**src/verilog/qdl_pkg.sv**
```systemverilog
package qdl_pkg;
    localparam int WORD_BITS       = 16;
    localparam int CODE_BITS       = 12;
    localparam int ADDR_BITS       = 2;
    localparam int NUM_CHANNELS    = 4;
    localparam int ADDR_HI_POS     = 15;
    localparam int ADDR_LO_POS     = 14;
    localparam int CODE_MSB_POS    = 11;
    localparam int FULL_SCALE_DIV  = 4096;
    localparam logic [11:0] RESET_CODE_ZERO = 12'h000;
    localparam logic [11:0] RESET_CODE_MID  = 12'h800;
    localparam logic [15:0] SHIFT_RESET     = 16'h0000;
    localparam logic [1:0]  SYNC_RESET      = 2'b11;
    localparam logic [1:0]  SEED_CYCLES     = 2'h3;
endpackage

```
**src/verilog/qdl_sync.sv**
```systemverilog
`timescale 1ns/10ps
// Two-stage synchroniser; only the second stage is visible outside.
module qdl_sync #(
    parameter logic RST_VAL = 1'b0
) (
    // Clock and reset
    input  wire logic clk_i,
    input  wire logic arst_n_i,
    // Data
    input  wire logic d_i,
    output logic      q_o
);
    logic meta_r;
    logic meta_nxt;
    logic q_r;
    logic q_nxt;

    always_comb begin
        meta_nxt = d_i;
        q_nxt    = meta_r;
    end

    always_ff @(posedge clk_i or negedge arst_n_i) begin
        if (!arst_n_i) begin
            meta_r <= RST_VAL;
            q_r    <= RST_VAL;
        end else begin
            meta_r <= meta_nxt;
            q_r    <= q_nxt;
        end
    end

    assign q_o = q_r;
endmodule

```
**src/verilog/qdl_quad_dac_serial_load.sv**
```systemverilog
`timescale 1ns/10ps
// Operation
// - Word is address, two spare, twelve code
// - Address first, spare next, code MSB-first
// - Low strobe: address selects channel A to D
// - High strobe holds; low passes code through
// - Reset forces 000 or 800 per select
// - Latched channels keep reset code afterwards
// - Reset leaves shift register untouched
// - Shift on rising edge of select OR clock
// - Select and clock fully interchangeable
// - Codes straight binary over 4096 steps
// - Four channel registers sharing one reference
module qdl_quad_dac_serial_load #(
    parameter int NUM_CH = qdl_pkg::NUM_CHANNELS
) (
    // Clock and device reset
    input  wire logic        clk_i,
    input  wire logic        arst_n_i,
    // Serial pins from the host
    input  wire logic        serial_clk_i,
    input  wire logic        chip_select_n_i,
    input  wire logic        serial_in_i,
    input  wire logic        channel_update_strobe_n_i,
    input  wire logic        reset_code_select_i,
    // Channel codes, one per converter output
    output logic [11:0]      ch_code_a_o,
    output logic [11:0]      ch_code_b_o,
    output logic [11:0]      ch_code_c_o,
    output logic [11:0]      ch_code_d_o,
    // Status
    output logic [15:0]      shift_word_o,
    output logic [1:0]       channel_select_o
);
    logic sclk_s;
    logic csn_s;
    logic sdi_s;
    logic strobe_n_s;
    logic rsel_s;

    // Idle-high pins reset high so that release never shows a false edge.
    qdl_sync #(
        .RST_VAL (1'b1)
    ) u_sync_clk (
        .clk_i    (clk_i),
        .arst_n_i (arst_n_i),
        .d_i      (serial_clk_i),
        .q_o      (sclk_s)
    );
    qdl_sync #(
        .RST_VAL (1'b1)
    ) u_sync_cs (
        .clk_i    (clk_i),
        .arst_n_i (arst_n_i),
        .d_i      (chip_select_n_i),
        .q_o      (csn_s)
    );
    qdl_sync #(
        .RST_VAL (1'b0)
    ) u_sync_sdi (
        .clk_i    (clk_i),
        .arst_n_i (arst_n_i),
        .d_i      (serial_in_i),
        .q_o      (sdi_s)
    );
    qdl_sync #(
        .RST_VAL (1'b1)
    ) u_sync_ld (
        .clk_i    (clk_i),
        .arst_n_i (arst_n_i),
        .d_i      (channel_update_strobe_n_i),
        .q_o      (strobe_n_s)
    );
    qdl_sync #(
        .RST_VAL (1'b0)
    ) u_sync_rsel (
        .clk_i    (clk_i),
        .arst_n_i (arst_n_i),
        .d_i      (reset_code_select_i),
        .q_o      (rsel_s)
    );

    // The shift register must survive reset, so it sits on a reset-free flop and
    // the previous combined clock level is the only state of this pair that reset touches.
    logic        comb_clk;
    logic        comb_prev_r;
    logic        comb_prev_nxt;
    logic [15:0] shift_r;
    logic [15:0] shift_nxt;
    logic        shift_en;

    assign comb_clk = csn_s | sclk_s;
    assign shift_en = comb_clk & ~comb_prev_r;

    always_comb begin
        comb_prev_nxt = comb_clk;
        shift_nxt     = shift_r;
        if (shift_en) begin
            shift_nxt = {shift_r[14:0], sdi_s};
        end
    end

    always_ff @(posedge clk_i or negedge arst_n_i) begin
        if (!arst_n_i) begin
            comb_prev_r <= 1'b1;
        end else begin
            comb_prev_r <= comb_prev_nxt;
        end
    end

    // No reset term: asserting the device reset leaves the word intact.
    always_ff @(posedge clk_i) begin
        shift_r <= shift_nxt;
    end

    logic [1:0]  addr;
    logic [11:0] code;
    assign addr = {shift_r[qdl_pkg::ADDR_HI_POS], shift_r[qdl_pkg::ADDR_LO_POS]};
    assign code = shift_r[qdl_pkg::CODE_MSB_POS:0];

    // Reset code is picked from the live pin level, since an asynchronous reset
    // flop may only load constants; the pin is steered combinationally.
    logic        rst_code_sel;
    logic [11:0] rst_code;
    logic [11:0] seed_code;
    logic [11:0] ch_r   [NUM_CH];
    logic [11:0] ch_nxt [NUM_CH];
    logic [11:0] ch_out [NUM_CH];
    logic [1:0]  seed_cnt_r;
    logic [1:0]  seed_cnt_nxt;
    logic        seeding;

    assign rst_code_sel = reset_code_select_i;
    assign rst_code     = rst_code_sel ? qdl_pkg::RESET_CODE_MID : qdl_pkg::RESET_CODE_ZERO;
    assign seed_code    = rsel_s ? qdl_pkg::RESET_CODE_MID : qdl_pkg::RESET_CODE_ZERO;
    assign seeding      = (seed_cnt_r != 2'h0);

    // The synchronised select is itself held in reset, so the channels are reseeded
    // until it has settled; meanwhile the outputs keep following the pin.
    always_comb begin
        seed_cnt_nxt = seed_cnt_r;
        if (seeding) begin
            seed_cnt_nxt = seed_cnt_r - 2'h1;
        end
    end

    always_ff @(posedge clk_i or negedge arst_n_i) begin
        if (!arst_n_i) begin
            seed_cnt_r <= qdl_pkg::SEED_CYCLES;
        end else begin
            seed_cnt_r <= seed_cnt_nxt;
        end
    end

    genvar g;
    generate
        for (g = 0; g < NUM_CH; g++) begin : g_ch
            logic sel_nxt;
            always_comb begin
                sel_nxt   = ~strobe_n_s && (addr == 2'(g));
                ch_nxt[g] = ch_r[g];
                if (seeding) begin
                    ch_nxt[g] = seed_code;
                end
                if (sel_nxt) begin
                    ch_nxt[g] = code;
                end
            end

            always_ff @(posedge clk_i or negedge arst_n_i) begin
                if (!arst_n_i) begin
                    ch_r[g] <= qdl_pkg::RESET_CODE_ZERO;
                end else begin
                    ch_r[g] <= ch_nxt[g];
                end
            end

            // During reset the outputs show the selected reset code at once.
            assign ch_out[g] = (!arst_n_i || seeding) ? rst_code : ch_r[g];
        end
    endgenerate

    assign ch_code_a_o      = ch_out[0];
    assign ch_code_b_o      = ch_out[1];
    assign ch_code_c_o      = ch_out[2];
    assign ch_code_d_o      = ch_out[3];
    assign shift_word_o     = shift_r;
    assign channel_select_o = addr;
endmodule

```
**config.mk**
```make
export PLATFORM = sky130hd
export DESIGN_NAME = qdl_quad_dac_serial_load
export DESIGN_NICKNAME = d
export VERILOG_FILES = /design/src/verilog/qdl_pkg.sv /design/src/verilog/qdl_sync.sv /design/src/verilog/qdl_quad_dac_serial_load.sv
export SDC_FILE = /design/constraint.sdc
export NUM_CORES = 1
export LEC_CHECK = 0
export BUFFER_PORTS_ARGS = -buffer_cell sky130_fd_sc_hd__buf_2
export CAP_MARGIN = 20
export CORE_MARGIN = 2
export CORE_UTILIZATION = 54
export DETAILED_ROUTE_END_ITERATION = 8
export PLACE_DENSITY = 0.8
export SETUP_SLACK_MARGIN = 0.5
export SLEW_MARGIN = 20
export SYNTH_ARGS = -nofsm -noshare
export SYNTH_HDL_FRONTEND = slang
export SYNTH_SLANG_ARGS = --single-unit
```
**constraint.sdc**
```tcl
create_clock -name clk_i -period 2.2 [get_ports clk_i]
set_clock_uncertainty 0.15 [all_clocks]
set_input_delay 0 -clock clk_i [delete_from_list [all_inputs] [get_ports clk_i]]
set_output_delay 0 -clock clk_i [all_outputs]
set_load 0.02 [all_outputs]
```
* Word-level counts from Yosys, hierarchy flattened
Index checks and enable logic that the tools add are counted.
** Operators by class
- Add/subtract/negate cells :: 1
- Eq/ne operators :: 3
- Muxes and demuxes :: 11
- Bitwise gates (word level) :: 4
- Reduce and logical (&&, ||, !) cells :: 12
** Operators by type and width (number)
- $mux W12 :: 11
- $reduce_bool A2 Y1 :: 5
- $eq A2 B2 Y1 const B :: 2
- $logic_and A1 B1 Y1 :: 4
- $eq A2 B1 Y1 const B :: 1
- $logic_not A2 Y1 :: 1
- $not A1 Y1 :: 2
- $sub A2 B1 Y2 const B :: 1
- $and A1 B1 Y1 :: 1
- $logic_not A1 Y1 :: 1
- $logic_or A1 B1 Y1 :: 1
- $or A1 B1 Y1 :: 1
** Word-level totals
- Register bits :: 77
- Input port bits :: 7
- Logic and storage cells :: 48

* Longest topological paths before layout
- Depth in word-level cells :: 3
- Mapped depth :: 7

* By module
A second synthesis with hierarchy kept.
** Unflattened totals
- Cell total of the unflattened synthesis :: 269
- Area total of the unflattened synthesis :: 3281.9 um^2
** Modules (own cells, without submodules)
- qdl_quad_dac_serial_load :: instances 1, cells each 259, area an instance 3024.2 um^2
- qdl_sync at u_sync_clk ... :: instances 3, cells each 2, area an instance 52.6 um^2
- qdl_sync at u_sync_rsel ... :: instances 2, cells each 2, area an instance 50.0 um^2

* Least setup slack after synthesis
OpenSTA, ideal clock, no wires.
- Path type :: flip-flop to flip-flop
- Start point :: register u_sync_clk.q_r (netlist: u_sync_clk.q_o)
- End point :: register shift_r[0] (netlist: shift_word_o[0]), enable pin
- Library setup time :: 390 ps
- Data arrival time :: 1360 ps
- Slack :: 300 ps
- Cell stages (with the launch flop) :: 3
- Clock period less this slack :: 1900 ps
- Cells stage by stage :: dfstp_2 -> or2_2 -> nor2b_1
** On the way
- Cells in the longest elaborated chain, start to end :: 2
** RTL lines
- start, declared :: RTL line qdl_sync.sv:15 : logic q_r;
- start signal, assigned :: RTL line qdl_sync.sv:29 : q_r <= q_nxt;
- $or A1 B1 Y1 :: RTL line qdl_quad_dac_serial_load.sv:92 : assign comb_clk = csn_s | sclk_s;
- via comb_clk :: RTL line qdl_quad_dac_serial_load.sv:85 : logic comb_clk;
- $and A1 B1 Y1 :: RTL line qdl_quad_dac_serial_load.sv:93 : assign shift_en = comb_clk & ~comb_prev_r;
- via shift_en :: RTL line qdl_quad_dac_serial_load.sv:90 : logic shift_en;
- end signal, assigned :: RTL line qdl_quad_dac_serial_load.sv:113 : shift_r <= shift_nxt;
- end, declared :: RTL line qdl_quad_dac_serial_load.sv:88 : logic [15:0] shift_r;
The timed path passes the listed nets, and every way through them passes these cells.
A chain may end at the register's enable or synchronous reset.

* Worst setup path in the final report
- Start point :: register seed_cnt_r[0]
- End point :: output port ch_code_c_o[10]
** On the way
- Cells in the longest elaborated chain, start to end :: 3
** RTL lines
- start, declared :: RTL line qdl_quad_dac_serial_load.sv:129 : logic [1:0] seed_cnt_r;
- start signal, assigned :: RTL line qdl_quad_dac_serial_load.sv:149 : seed_cnt_r <= qdl_pkg::SEED_CYCLES;
- start signal, assigned :: RTL line qdl_quad_dac_serial_load.sv:151 : seed_cnt_r <= seed_cnt_nxt;
- $reduce_bool A2 Y1 :: RTL line qdl_quad_dac_serial_load.sv:136 : assign seeding = (seed_cnt_r != 2'h0);
- $logic_or A1 B1 Y1 :: RTL line qdl_quad_dac_serial_load.sv:179 : assign ch_out[g] = (!arst_n_i || seeding) ? rst_code : ch_r[g];
- $mux W12 :: RTL line qdl_quad_dac_serial_load.sv:179
- end, declared :: RTL line qdl_quad_dac_serial_load.sv:29 : output logic [11:0] ch_code_c_o,
Every way passes these cells.

==> metrics.md <==
| Metric | Value |
|---|---|
| Peak supply drop | `between 500 and 600 uV` |
| Grt total ovfl | `0` |
| Post-Place Cell Area | `~3700 sq um` |
| Combinational family with the most area after synthesis | `multiplexers` |
| CP max FO | `11` |
| Worst setup path end | `ch_code_c_o[10]` |
| Sw Ratio | `26.0%` |
| Achievable Freq | `approximately 540 MHz` |
| Row count | `28` |
| XOR/XNOR Fraction of Synth Area | `0.267%` |
| Critical path startpoint category | `flop` |
| Fin cells | `430` |
| P_int | `between 0.002 and 0.003 W` |
| Reg-to-reg startpoint | `seed_cnt_r[0]$_DFFE_PN1P_` |
| Worst path bufs/invs | `3` |
| Post-synth net total | `around 280` |
| Setup CP Type | `flop to output port` |
| Sequential share of the synthesized area | `61.5%` |
| Stages on worst setup path | `5` |
| Power Density | `827 nW/um^2` |
| Synth warn | `0` |
| Area grow syn2layout | `28.7%` |
| Pleak | `between 2 and 2.5 nW` |
| WL final | `around 8000 microns` |
| Worst Slack Setup Final | `approximately 0.36 ns` |
| Synth unique cells | `22` |
| CP max stage delay | `about 0.55 ns` |
| Full die area | `6720 sq um` |
| Vias per cell | `approximately 5.4` |
| Worst R2R End | `ch_r[47]$_DFFE_PN0P_` |
| Compound-gate portion of the synthesized area | `1.30%` |
| # DRC | `0` |
| RSZ-0062 raised after global routing | `true` |
| Leading area contributor after synthesis | `dfrtp_1` |
| Largest net degree at the start of global routing | `46` |
| Crit-path slowest cell | `dfstp_2` |
| Cts bufs inserted | `9` |
| CTS clk-pin slew, worst paths | `0.08 ns` |
| Final GP Congestion | `just under 0.8` |
| CP arrival | `1.69 ns` |
| Synth top area share | `about two fifths` |
| Rel. slew slack | `40.3%` |
| Pre-CTS setup slack | `0.504 ns` |
| H-tree depth | `3` |
| Worst hold start | `serial_clk_i` |
| Layout cell share with drive strength beyond 1 | `36.3%` |
| Worst Max-Slew Pin Slew | `approximately 0.89 ns` |
| CTS tree | `built` |
| Iteration-0 DRC Markers | `183` |
| Slew Viols, Final | `0` |
| Drt wl/cell | `18.2 microns` |
| CTS Buffer Depth | `2` |
| # diodes | `0` |
| Worst-Skew Late Latency | `0.35 ns` |
| Flop pwr share | `48.0%` |
| Die span in y | `82.0 microns` |
| Crit-path cells | `inv_2 > ha_4 > clkbuf_16 > and3_1 > buf_2` |
| DR pass1 iterations | `4` |
| Combinational power share | `approximately 16%` |
| Synth Area in Simple Gates | `14.7%` |
| Critical Path RT | `2.05 ns` |
| Tcrit/Tclk final | `83.5%` |
| Status | `finished clean` |
| Nets | `358` |
| Clock network power share | `36.4%` |
| Mux contribution to synthesized area | `16.5%` |
| CP top delay family | `flip-flops` |
| IO Pins | `73` |
| Hold Crit Class | `input port to flop` |
| #FFs+latches synth | `77` |
| Max Cap Viol | `0` |
| Main area contributors after synthesis | `dfrtp_1 (40%), edfxtp_1 (15%), mux2i_1 (14%)` |
| Switching pwr | `0.000909 W` |
| CP Capture Type | `output port` |
| Routed vias | `2,336` |
| CTS root buf | `clkbuf_8` |
| Mapped Area | `3280 sq um` |
| Setup violations, final | `0` |
| Total Routing Usage GR | `24.4%` |
| Placed cells | `399` |
| Setup TNS | `0 ns` |
| Reg2reg setup slack | `0.45 ns` |
| R2R depth | `5` |
| Initial Util | `55.8%` |
| Antenna violations before repair | `0` |
| Final instance area | `4220 sq um` |
| DIE WIDTH | `82.0 microns` |
| Vias in the first global route | `2,292` |
| DRT antenna net count | `0` |
| Hpwl dp | `4290 microns` |
| Number of port buffers | `72` |
| Core Area | `5890 sq um` |
| Fin crit period | `1.84 ns` |
| Synth Area in Adders | `less than 1%` |
| First-pass GRT wire length | `11,700 microns` |
| CP Launch Point | `seed_cnt_r[0]$_DFFE_PN1P_` |
| Num Clock Sinks | `77` |
| Final Hold Vio Count | `0` |
| Avg Cell Area, Syn | `roughly 12 sq um` |
| Post-Synthesis Cells | `about 270` |
==> worst register-to-register path: cells and delay by family (launching register included) <==
family | cells | cell delay, ns
buffers and inverters | 2 | 0.19
DFF | 1 | 0.55
muxes | 2 | 0.51
adders and majority gates | 1 | 0.23
==> synth_stat cells <==
cell,instances
edfxtp_1,16
ha_1,1
mux2_2,8
and3_1,44
or2_2,1
or3b_1,2
xnor2_1,1
mux2i_1,45
nor2b_1,1
nand2_1,44
nor3_1,1
buf_2,8
buf_4,3
nand3b_1,1
dfrtp_1,52
clkbuf_1,9
a31o_2,4
dfstp_2,9
a21boi_0,1
buf_6,2
clkbuf_2,2
inv_1,13
==> per-stage QoR <==
step                power [W]  hold WS (ns)  util (%)
floorplan             0.00202        -0.446         -
global placement      0.00218        -0.227      63.0
detailed placement    0.00220        -0.227      63.0
CTS                   0.00349         0.131      71.1
global route          0.00364         0.131      71.8
finish                0.00349         0.146      71.8
==> power by group through the flow <==
stage	Sequential [W]	Clock, W	Combinational [W]
2_1_floorplan	0.00169	0	0.000333
3_3_place_gp	0.00170	0	0.000487
3_5_place_dp	0.00170	0	0.000500
4_1_cts	0.00167	0.00128	0.000541
5_1_grt	0.00170	0.00136	0.000590
6_report	0.00168	0.00127	0.000543
==> per-layer routing <==
| metal | vias up | wire [microns] | part of all wire (%) | track usage, % |
|---|---|---|---|---|
| met1 | 1150 | 3590 | 46 | 34.3 |
| met2 | 89 | 3550 | 45 | 35.3 |
| met3 | 20 | 461 | 5.9 | 6.15 |
| met5 | - | 0 | 0 | 0 |
| li1 | 1077 | - | - | - |
| met4 | 0 | 238 | 3.0 | 12.2 |
==> state kept, by name, summed over array words and instances (netlist names) <==
register / flops
ch_r: 48
comb_prev_r: 1
seed_cnt_r: 2
shift_word_o: 16
u_sync_clk.meta_r: 1
u_sync_clk.q_o: 1
u_sync_cs.meta_r: 1
u_sync_cs.q_o: 1
u_sync_ld.meta_r: 1
u_sync_ld.q_o: 1
u_sync_rsel.meta_r: 1
u_sync_rsel.q_o: 1
u_sync_sdi.meta_r: 1
u_sync_sdi.q_o: 1
==> cell type report <==
type | count | area, sq um
repair buffers | 95 | 693
multi-input cells | 154 | 1130
inverters | 13 | 48.8
flip-flops and latches | 77 | 2020
fillers | 419 | 1660
clock inverters | 6 | 110
clock buffers | 10 | 128
well taps | 75 | 93.8
==> how the worst min path moves through the flow <==
stage	end	slack, ns	cells after the start
after floorplan	ch_r[0]$_DFFE_PN0P_	-0.45	0
after global placement	ch_r[37]$_DFFE_PN0P_	-0.23	1
after detailed placement	ch_r[37]$_DFFE_PN0P_	-0.23	1
after CTS	u_sync_clk.meta_r$_DFF_PN1_	0.13	2
after global routing	u_sync_sdi.meta_r$_DFF_PN0_	0.13	2
final	u_sync_clk.meta_r$_DFF_PN1_	0.15	2
==> cell families (layout without fill, tap and decap cells) <==
family | Yosys count | in the layout
buf+inv | 37 | 124
xor+xnor | 1 | 1
fa+ha+maj | 1 | 1
compound gates | 5 | 5
simple gates | 94 | 94
mux | 53 | 53
flops | 77 | 77
==> what timing repair did <==
item,4_1_cts,5_1_grt
gates cloned,2,1
hold buffers,9,0
endpoints found under the setup margin,48,61
buffers inserted,3,0
pin swaps,1,1
gates resized for setup,19,2
hold endpoints to repair,66,0
==> cells in the final DEF, fill, tap and decap left out, types with 2 or more instances in the layout <==
cell type,synthesis,final
buf_4,3,10
buf_6,2,6
dfstp_2,9,9
clkbuf_8,0,9
dfrtp_1,52,52
or3b_1,2,2
buf_12,0,3
dlygate4sd3_1,0,8
a31o_2,4,3
mux2i_1,45,45
inv_2,0,2
inv_1,13,11
bufinv_16,0,3
mux2_2,8,8
and3_1,44,44
buf_2,8,65
nand2_1,44,44
edfxtp_1,16,16
(Power assumes the default switching activity.)
